<file path="config.mk">
export PLATFORM = sky130hd
export DESIGN_NAME = ats_aux_test_mux
export DESIGN_NICKNAME = d
export VERILOG_FILES = /design/src/logic/ats_pkg.sv /design/src/logic/ats_aux_test_mux.sv
export SDC_FILE = /design/constraint.sdc
export NUM_CORES = 1
export LEC_CHECK = 0
export BUFFER_PORTS_ARGS = -buffer_cell sky130_fd_sc_hd__buf_2
export CORE_ASPECT_RATIO = 1.5
export CORE_MARGIN = 2
export CORE_UTILIZATION = 39
export CTS_BUF_LIST = sky130_fd_sc_hd__clkbuf_16
export DETAILED_ROUTE_END_ITERATION = 8
export HOLD_SLACK_MARGIN = 0.15
export PLACE_DENSITY = 0.68
export SKIP_CTS_REPAIR_TIMING = 1
export SKIP_LAST_GASP = 1
export SLEW_MARGIN = 20
export SYNTH_ARGS = -nofsm -noshare
export SYNTH_HDL_FRONTEND = slang
export SYNTH_SLANG_ARGS = --single-unit
</file>
<file path="constraint.sdc">
create_clock -name clk_i -period 4.55 [get_ports clk_i]
set_input_delay 1.365 -clock clk_i [delete_from_list [all_inputs] [get_ports clk_i]]
set_output_delay 1.365 -clock clk_i [all_outputs]
set_load 0.02 [all_outputs]
</file>
<file path="src/logic/ats_pkg.sv">
package ats_pkg;

  // Register map offsets (6-bit register address space)
  localparam logic [5:0] ADDR_AUX_SEL   = 6'h38;
  localparam logic [5:0] ADDR_DAC1      = 6'h39;
  localparam logic [5:0] ADDR_DAC2      = 6'h3A;
  localparam logic [5:0] ADDR_ADC       = 6'h3B;
  localparam logic [5:0] ADDR_PTEST_A   = 6'h3C;
  localparam logic [5:0] ADDR_PTEST_B   = 6'h3D;
  localparam logic [5:0] ADDR_PTEST_C   = 6'h3E;
  localparam logic [5:0] ADDR_PTEST_D   = 6'h3F;

  // Reset values
  localparam logic [7:0] RST_AUX_SEL    = 8'h00;
  localparam logic [5:0] RST_DAC        = 6'h00;
  localparam logic       RST_DAC1_RFT   = 1'h0;
  localparam logic [7:0] RST_PTEST_A    = 8'hFF;
  localparam logic [7:0] RST_PTEST_B    = 8'h00;
  localparam logic [7:0] RST_PTEST_C    = 8'h03;
  localparam logic [7:0] RST_PTEST_D    = 8'h00;

  // Field positions
  localparam int SEL1_HI = 7;
  localparam int SEL1_LO = 4;
  localparam int SEL2_HI = 3;
  localparam int SEL2_LO = 0;
  localparam int DAC_HI  = 5;
  localparam int DAC1_RFT_BIT = 7;

  // Source codes of one auxiliary pin
  localparam logic [3:0] SRC_TRISTATE = 4'h0;
  localparam logic [3:0] SRC_DAC      = 4'h1;
  localparam logic [3:0] SRC_FIRST_CORR  = 4'h2;
  localparam logic [3:0] SRC_SECOND_CORR = 4'h3;
  localparam logic [3:0] SRC_MINLVL   = 4'h4;
  localparam logic [3:0] SRC_ADC_I    = 4'h5;
  localparam logic [3:0] SRC_ADC_Q    = 4'h6;
  localparam logic [3:0] SRC_ADC_IQ   = 4'h7;
  localparam logic [3:0] SRC_PROD     = 4'h8;
  localparam logic [3:0] SRC_SMCLK    = 4'h9;
  localparam logic [3:0] SRC_HIGH     = 4'hA;
  localparam logic [3:0] SRC_LOW      = 4'hB;
  localparam logic [3:0] SRC_TX_ACT   = 4'hC;
  localparam logic [3:0] SRC_RX_ACT   = 4'hD;
  localparam logic [3:0] SRC_SUBC     = 4'hE;
  localparam logic [3:0] SRC_TBUS     = 4'hF;

  // Register write and read request port
  typedef struct packed {
    logic       wr;
    logic       rd;
    logic [5:0] addr;
    logic [7:0] wdata;
  } ats_reg_req_t;

  // Digital view of the analog test sources shared by both pins
  typedef struct packed {
    logic first_correlator_signal;
    logic second_correlator_signal;
    logic minlvl;
    logic adc_i;
    logic adc_q;
    logic adc_iq;
    logic prod;
  } ats_analog_t;

  // Receiver and transmitter activity sources
  typedef struct packed {
    logic tx_act;
    logic rx_act;
    logic subc;
  } ats_activity_t;

  // One driven auxiliary pin
  typedef struct packed {
    logic       oe;
    logic       dout;
    logic       dac_en;
    logic [5:0] dac_val;
  } ats_pin_t;

endpackage

</file>
<file path="src/logic/ats_aux_test_mux.sv">
`timescale 1ns/1ps

module ats_aux_test_mux (
  input  wire logic                  clk_i,
  input  wire logic                  rst_i,
  input  wire ats_pkg::ats_reg_req_t reg_req_i,
  output logic [7:0]                 reg_rdata_o,
  input  wire ats_pkg::ats_analog_t  analog_i,
  input  wire ats_pkg::ats_activity_t activity_i,
  input  wire logic                  smclk_i,
  input  wire logic [7:0]            test_bus_i,
  input  wire logic [2:0]            test_bus_bit_selector_i,
  input  wire logic [3:0]            adc_i_sample_i,
  input  wire logic [3:0]            adc_q_sample_i,
  output ats_pkg::ats_pin_t          first_auxiliary_pin_o,
  output ats_pkg::ats_pin_t          second_auxiliary_pin_o
);
  import ats_pkg::*;

  logic [7:0] aux_output_source_select_ff;
  logic [5:0] first_dac_value_ff;
  logic       first_dac_rft_ff;
  logic [5:0] second_dac_value_ff;
  logic [7:0] ptest_a_ff;
  logic [7:0] ptest_b_ff;
  logic [7:0] ptest_c_ff;
  logic [7:0] ptest_d_ff;
  logic [7:0] nxt_rdata;
  logic [3:0] first_pin_source_field;
  logic [3:0] second_pin_source_field;
  logic       test_bus_bit;
  ats_pin_t   nxt_pin1;
  ats_pin_t   nxt_pin2;
  logic       wr_sel;
  logic       wr_dac1;
  logic       wr_dac2;

  assign first_pin_source_field  = aux_output_source_select_ff[SEL1_HI:SEL1_LO];
  assign second_pin_source_field = aux_output_source_select_ff[SEL2_HI:SEL2_LO];
  assign test_bus_bit = test_bus_i[test_bus_bit_selector_i];

  assign wr_sel  = reg_req_i.wr && (reg_req_i.addr == ADDR_AUX_SEL);
  assign wr_dac1 = reg_req_i.wr && (reg_req_i.addr == ADDR_DAC1);
  assign wr_dac2 = reg_req_i.wr && (reg_req_i.addr == ADDR_DAC2);

  always_ff @(posedge clk_i) begin
    if (rst_i) begin
      aux_output_source_select_ff <= RST_AUX_SEL;
    end else if (wr_sel) begin
      aux_output_source_select_ff <= reg_req_i.wdata;
    end
  end

  // Converter values have no documented reset; cleared anyway for a known start
  always_ff @(posedge clk_i) begin
    if (rst_i) begin
      first_dac_value_ff  <= RST_DAC;
      first_dac_rft_ff    <= RST_DAC1_RFT;
      second_dac_value_ff <= RST_DAC;
    end else begin
      if (wr_dac1) begin
        first_dac_value_ff <= reg_req_i.wdata[DAC_HI:0];
        first_dac_rft_ff   <= reg_req_i.wdata[DAC1_RFT_BIT];
      end
      if (wr_dac2) begin
        second_dac_value_ff <= reg_req_i.wdata[DAC_HI:0];
      end
    end
  end

  // Production test registers keep their writes but steer nothing here
  always_ff @(posedge clk_i) begin
    if (rst_i) begin
      ptest_a_ff <= RST_PTEST_A;
      ptest_b_ff <= RST_PTEST_B;
      ptest_c_ff <= RST_PTEST_C;
      ptest_d_ff <= RST_PTEST_D;
    end else if (reg_req_i.wr) begin
      case (reg_req_i.addr)
        ADDR_PTEST_A: ptest_a_ff <= reg_req_i.wdata;
        ADDR_PTEST_B: ptest_b_ff <= reg_req_i.wdata;
        ADDR_PTEST_C: ptest_c_ff <= reg_req_i.wdata;
        ADDR_PTEST_D: ptest_d_ff <= reg_req_i.wdata;
        default: ;
      endcase
    end
  end

  always_comb begin
    case (reg_req_i.addr)
      ADDR_AUX_SEL: nxt_rdata = aux_output_source_select_ff;
      ADDR_DAC1:    nxt_rdata = {first_dac_rft_ff, 1'b0, first_dac_value_ff};
      ADDR_DAC2:    nxt_rdata = {2'b00, second_dac_value_ff};
      ADDR_ADC:     nxt_rdata = {adc_i_sample_i, adc_q_sample_i};
      ADDR_PTEST_A: nxt_rdata = ptest_a_ff;
      ADDR_PTEST_B: nxt_rdata = ptest_b_ff;
      ADDR_PTEST_C: nxt_rdata = ptest_c_ff;
      ADDR_PTEST_D: nxt_rdata = ptest_d_ff;
      default:      nxt_rdata = 8'h00;
    endcase
  end

  // Read data registered: ADC sample is the one present on the read cycle
  always_ff @(posedge clk_i) begin
    if (rst_i) begin
      reg_rdata_o <= 8'h00;
    end else if (reg_req_i.rd) begin
      reg_rdata_o <= nxt_rdata;
    end
  end

  function automatic ats_pin_t pin_mux(input logic [3:0] sel, input logic [5:0] dac);
    ats_pin_t p;
    p = '0;
    p.oe = 1'b1;
    case (sel)
      SRC_TRISTATE: p.oe = 1'b0;
      SRC_DAC: begin
        p.dac_en  = 1'b1;
        p.dac_val = dac;
      end
      SRC_FIRST_CORR:  p.dout = analog_i.first_correlator_signal;
      SRC_SECOND_CORR: p.dout = analog_i.second_correlator_signal;
      SRC_MINLVL: p.dout = analog_i.minlvl;
      SRC_ADC_I:  p.dout = analog_i.adc_i;
      SRC_ADC_Q:  p.dout = analog_i.adc_q;
      SRC_ADC_IQ: p.dout = analog_i.adc_iq;
      SRC_PROD:   p.dout = analog_i.prod;
      SRC_SMCLK:  p.dout = smclk_i;
      SRC_HIGH:   p.dout = 1'b1;
      SRC_LOW:    p.dout = 1'b0;
      SRC_TX_ACT: p.dout = activity_i.tx_act;
      SRC_RX_ACT: p.dout = activity_i.rx_act;
      SRC_SUBC:   p.dout = activity_i.subc;
      SRC_TBUS:   p.dout = test_bus_bit;
      default:    p.oe = 1'b0;
    endcase
    return p;
  endfunction

  // Sources are already core-clocked; the sampled clock is a test view only
  assign nxt_pin1 = pin_mux(first_pin_source_field, first_dac_value_ff);
  assign nxt_pin2 = pin_mux(second_pin_source_field, second_dac_value_ff);

  always_ff @(posedge clk_i) begin
    if (rst_i) begin
      first_auxiliary_pin_o  <= '0;
      second_auxiliary_pin_o <= '0;
    end else begin
      first_auxiliary_pin_o  <= nxt_pin1;
      second_auxiliary_pin_o <= nxt_pin2;
    end
  end
endmodule // ats_aux_test_mux

</file>
# [After elaboration in Yosys (flattened, before gate mapping)]
# Index checks and enable logic that the tools add are counted.
[classes] magnitude_cmp=1 mux=9 n_eq_ne=36 bitwise=2 n_reduce_logical=11
[ops] operator="one-hot mux 8 bit (8 select lines)" count=1
[ops] operator="== test 4 bit (second input constant)" count=14
[ops] operator="== test 6 bit (second input constant)" count=8
[ops] operator="== test 4 x 3 -> 1 bit (second input constant)" count=8
[ops] operator="one-hot mux 1 bit (13 select lines)" count=2
[ops] operator="== test 4 x 2 -> 1 bit (second input constant)" count=4
[ops] operator="two-way mux 7 bit" count=2
[ops] operator="== test 4 x 1 -> 1 bit (second input constant)" count=2
[ops] operator="zero test 4 bit" count=2
[ops] operator="AND reduction 2 bit" count=4
[ops] operator="less-than comparator 3 x 4 -> 1 bit (second input constant)" count=1
[ops] operator="OR reduction 2 bit" count=2
[ops] operator="binary-select mux 1 bit (select 3 bit)" count=1
[ops] operator="logical AND 1 bit" count=3
[ops] operator="two-way mux 1 bit" count=3
[ops] operator="NOT 1 bit" count=2
[word_totals] wordCells=76 regBits=79 inputBits=48 output_inout_bits=26

# [Logic depth before layout (Yosys ltp)]
[logic_depth] depth_word=3 depth_mapped=7 depth_no_buf=5

# [Least setup slack after synthesis]
# Ideal clock, no wire load.
[synth_path] path_kind="input to register" startpoint="input test_bus_bit_selector_i[0]" endpoint="register second_auxiliary_pin_o[7] in the netlist's numbering" n_path_buf=0 t_required_ns=4.412 setup_ns=0.138 arrival_ns=2.496 cell_stages=5 setup_slack_ns=1.916 cell_sequence="mux4_1 mux2i_1 nor2_1 a2111oi_4 a311oi_1"
[synth_via] elab_chain_cells=3
[synth_rtl] item="start, declared" line_no="ats_aux_test_mux.sv:12" rtl="input wire logic [2:0] test_bus_bit_selector_i,"
[synth_rtl] item="binary-select mux 1 bit (select 3 bit)" line_no="ats_aux_test_mux.sv:40" rtl="assign test_bus_bit = test_bus_i[test_bus_bit_selector_i];"
[synth_rtl] item="two-way mux 1 bit (implied by the code)" line_no="ats_aux_test_mux.sv:40"
[synth_rtl] item="one-hot mux 1 bit (13 select lines)" line_no="ats_aux_test_mux.sv:116" rtl="case (sel)"
[synth_rtl] item="end signal, assigned" line_no="ats_aux_test_mux.sv:151" rtl="second_auxiliary_pin_o <= nxt_pin2;"
[synth_rtl] item="end, declared" line_no="ats_aux_test_mux.sv:16" rtl="output ats_pkg::ats_pin_t second_auxiliary_pin_o"
# Every way passes these cells. The select of a mux whose other input is x is not followed.
# A chain may end at the register's enable or synchronous reset.

# [Worst setup path after layout]
[layout_path] startpoint="input reg_req_i[9] in the netlist's numbering" endpoint="register ptest_a_ff[4]"
[layout_via] elab_chain_cells=2
[layout_rtl] item="start, declared" line_no="ats_aux_test_mux.sv:6" rtl="input wire ats_pkg::ats_reg_req_t reg_req_i,"
[layout_rtl] item="== test 6 bit" line_no="ats_aux_test_mux.sv:79" rtl="case (reg_req_i.addr)"
[layout_rtl] item="AND reduction 2 bit (no line)"
[layout_rtl] item="end signal, assigned" line_no="ats_aux_test_mux.sv:80" rtl="ADDR_PTEST_A: ptest_a_ff <= reg_req_i.wdata;"
[layout_rtl] item="end, declared" line_no="ats_aux_test_mux.sv:24" rtl="logic [7:0] ptest_a_ff;"
# Every way passes these cells.

==> impl_metrics.py <==
metrics = {
    "status": {
        "outcome": "finished clean",
    },
    "cts": {
        "cts_buffers": 9,
        "path_clk_slew_ns": 0.06,
        "tritoncts": "built",
        "htree_num_levels": 3,
        "cts_root_buf": "clkbuf_16",
        "clock_latency_ns": 0.34,
        "cts.sinks": 79,
        "clock_path_buffers": 2,
    },
    "logic_synthesis": {
        "syn_inst": 369,
        "avgSynthCellArea_um2": 9.45,
        "synth.ff_latch_count": 79,
        "yosysMostFrequentCell": "dfxtp_1",
        "synthFlopType": "dfxtp_1",
        "synth_warnings": 0,
        "yosys.area.top_type": "dfxtp_1",
        "synth_sequential_area_ratio_pct": 45.3,
        "syn_nets": 417,
        "synthTopCellsByCount": "79 x dfxtp_1, 44 x nor2_1, 40 x mux2i_1, 22 x nand2_1, 19 x and3_1",
        "synth_edf_count": 0,
        "netlist_area_um2": 3490,
        "synth_top_area_share_pct": 45.3,
        "synthArstFlopShare_pct": 0,
        "yosys.cell_types.count": 41,
        "synthTopCellsByArea": "dfxtp_1 45%, mux2i_1 11%, nor2_1 4.7%",
    },
    "min_path": {
        "min_to": "reg_rdata_o[7]$_SDFFE_PP0P_",
        "min_path_type": "reg -> reg",
        "worstHoldStart": "reg_rdata_o[7]$_SDFFE_PP0P_",
        "hold_depth": 2,
    },
    "finish": {
        "nets": 469,
        "fillCellCount": 856,
        "layout-drive-gt1-share_pct": 21.8,
        "multiInputGateArea_um2": 1750,
        "regArea_um2": 1580,
        "area_delta_synth_final_pct": 18.7,
        "finish.instance_area_um2": 4140,
    },
    "floorplanning": {
        "design.core.area_um2": 8780,
        "initial_utilization_pct": 39.7,
        "die_area_um2": 9730,
        "fp-row-count": 42,
        "die_y_um": 120,
        "num_io_pins": 74,
        "die_w_um": 81.2,
    },
    "detailed_routing": {
        "drcViolationCount": 0,
        "firstDrtPassIters": 6,
        "wl_per_cell_um": 17.9,
        "drtIter0Drc": 280,
        "viasPerCell": 5.66,
        "route.vias.total": 3041,
        "drtAntennaViolNets": 0,
        "wl_um": 9600,
    },
    "pwr": {
        "switching_share_pct": 22.8,
        "leakage_nw": 1.59,
        "power.switching_mw": 0.339,
        "clkPwrFrac_pct": 47.3,
        "pwr-share-seq_pct": 46.9,
        "p_per_area_nw_per_um2": 358,
        "combPwrFrac_pct": 5.7,
        "internal-power_mw": 1.15,
        "power.total_mw": 1.48,
        "max-vdd-ir-drop_uv": 208,
    },
    "setup_path": {
        "cpMaxStageDelayCell": "and3b_1",
        "cp_cell_sequence": "buf_2 -> and3b_1 -> and3_1 -> nor2b_1 -> a211o_1",
        "ff2ff_setup_slack_ns": 2.65,
        "cp.required_ns": 4.77,
        "rr_worst_depth": 4,
        "critPathLaunchType": "input pin",
        "critPathMaxStageDelay_ns": 0.68,
        "r2r-start": "aux_output_source_select_ff[4]$_SDFFE_PP0P_",
        "worstReg2RegEnd": "first_auxiliary_pin_o[7]$_SDFF_PP0_",
        "crit_arrival_ns": 3.18,
        "worstSetupEndpointType": "flop",
        "crit_type": "in -> reg",
        "crit_fanout": 18,
    },
    "grt": {
        "grt_max_degree": 47,
        "grt.overflow.total": 0,
        "grt_pass1_vias": 2912,
        "grt_pass1_wl_um": 14800,
        "use_met3_pct": 4.96,
        "busiest_layer": "met2",
        "met1_usage_pct": 23.3,
        "use_met2_pct": 34.8,
        "antenna_found_initial": 1,
        "grt_usage_pct": 20.5,
    },
    "sta": {
        "clock_skew_ns": 0.00762,
        "hold_violations": 0,
        "period_minus_slack_ns": 2.96,
        "hold_slack_ns": 0.443,
        "finalMaxSlewViolations": 0,
        "rsz0062_at_grt": "no",
        "fin_crit_sh_pct": 65.0,
        "tightest_slew_ns": 0.885,
        "maxClockFrequency_ghz": 0.338,
        "max_slew_margin_pct": 41.0,
        "setup_violations": 0,
        "fin_setup_tns_ns": 0,
    },
    "placed_design": {
        "placed_area_um2": 3850,
        "gp_congestion": 0.873,
        "hpwl_um": 6710,
        "port_buffers": 73,
    },
    "flow_run": {
        "max_cap_violations": 0,
    },
}
-- through the flow --
step | utilization (%) | instances | setup WS, ns
after floorplan | - | 369 | 1.92
after global placement | 43.9 | 520 | 1.30
after detailed placement | 43.9 | 520 | 1.27
after CTS | 47.2 | 536 | 1.63
after global routing | 47.2 | 537 | 1.44
final | 47.2 | 537 | 1.59
-- per-layer routing --
layer  vias up  share of wire, %
met2       115                52
met1      1462                39
met4         0               3.1
met3        22               5.9
met5         -                 0
li1       1442                 -
-- power groups by stage --
stage / Combinational (mW) / Clock [mW] / Sequential [mW]
after floorplan: 0.0407 / 0 / 0.711
after global placement: 0.0823 / 0 / 0.712
after detailed placement: 0.0840 / 0 / 0.712
after CTS: 0.0846 / 0.708 / 0.696
after global routing: 0.0922 / 0.740 / 0.696
final: 0.0851 / 0.703 / 0.696
-- cells in the final DEF, fill, tap and decap left out, drive strengths merged, types with 5 or more instances in the layout --
master	netlist	routed
a211o	10	10
a21oi	8	8
a222oi	6	6
a22oi	11	11
and2	9	9
and3	19	19
buf	19	74
clkbuf	14	9
dfxtp	79	79
mux2i	40	40
nand2	22	22
nand3	16	16
nor2	44	44
nor2b	11	11
nor3	5	5
o21ai	11	11
-- critical path, delay by kind of cell --
family / cells / cell delay [ns]
AO/OA/AOI/OAI: 1 / 0.29
AND/OR/NAND/NOR: 3 / 1.41
buffers and inverters: 1 / 0.12
-- worst max path at each step --
stage,slack (ns),from,cells past startpoint,to
floorplan,1.92,test_bus_bit_selector_i[0],5,second_auxiliary_pin_o[7]$_SDFF_PP0_
global placement,1.30,reg_req_i[9],5,ptest_a_ff[6]$_SDFFE_PP1P_
detailed placement,1.27,reg_req_i[9],5,ptest_a_ff[7]$_SDFFE_PP1P_
CTS,1.63,reg_req_i[9],5,ptest_a_ff[4]$_SDFFE_PP1P_
global route,1.44,reg_req_i[9],5,ptest_a_ff[4]$_SDFFE_PP1P_
finish,1.59,reg_req_i[9],5,ptest_a_ff[4]$_SDFFE_PP1P_
-- cell type report --
type                    count  area share [%]
diodes                      1          0.0604
well taps                 110            3.32
multi-input cells         255            42.3
clock inverters             7            1.51
clock buffers               9            5.44
flip-flops and latches     79            38.2
repair buffers             74            9.00
inverters                   2           0.181
-- state kept, by name (all words and copies together) (netlist names) --
register                     flops
ptest_a_ff                       8
ptest_d_ff                       8
reg_rdata_o                      8
second_dac_value_ff              6
second_auxiliary_pin_o           9
first_dac_rft_ff                 1
first_dac_value_ff               6
first_auxiliary_pin_o            9
ptest_c_ff                       8
aux_output_source_select_ff      8
ptest_b_ff                       8
-- logic make-up after synthesis --
group | share of synthesized area, %
AO/OA/AOI/OAI | 14.3
AND/OR/NAND/NOR | 21.0
flip-flops | 45.3
buffers and inverters | 4.45
multiplexers | 14.9
No activity file was read; power rests on OpenSTA's default activity.
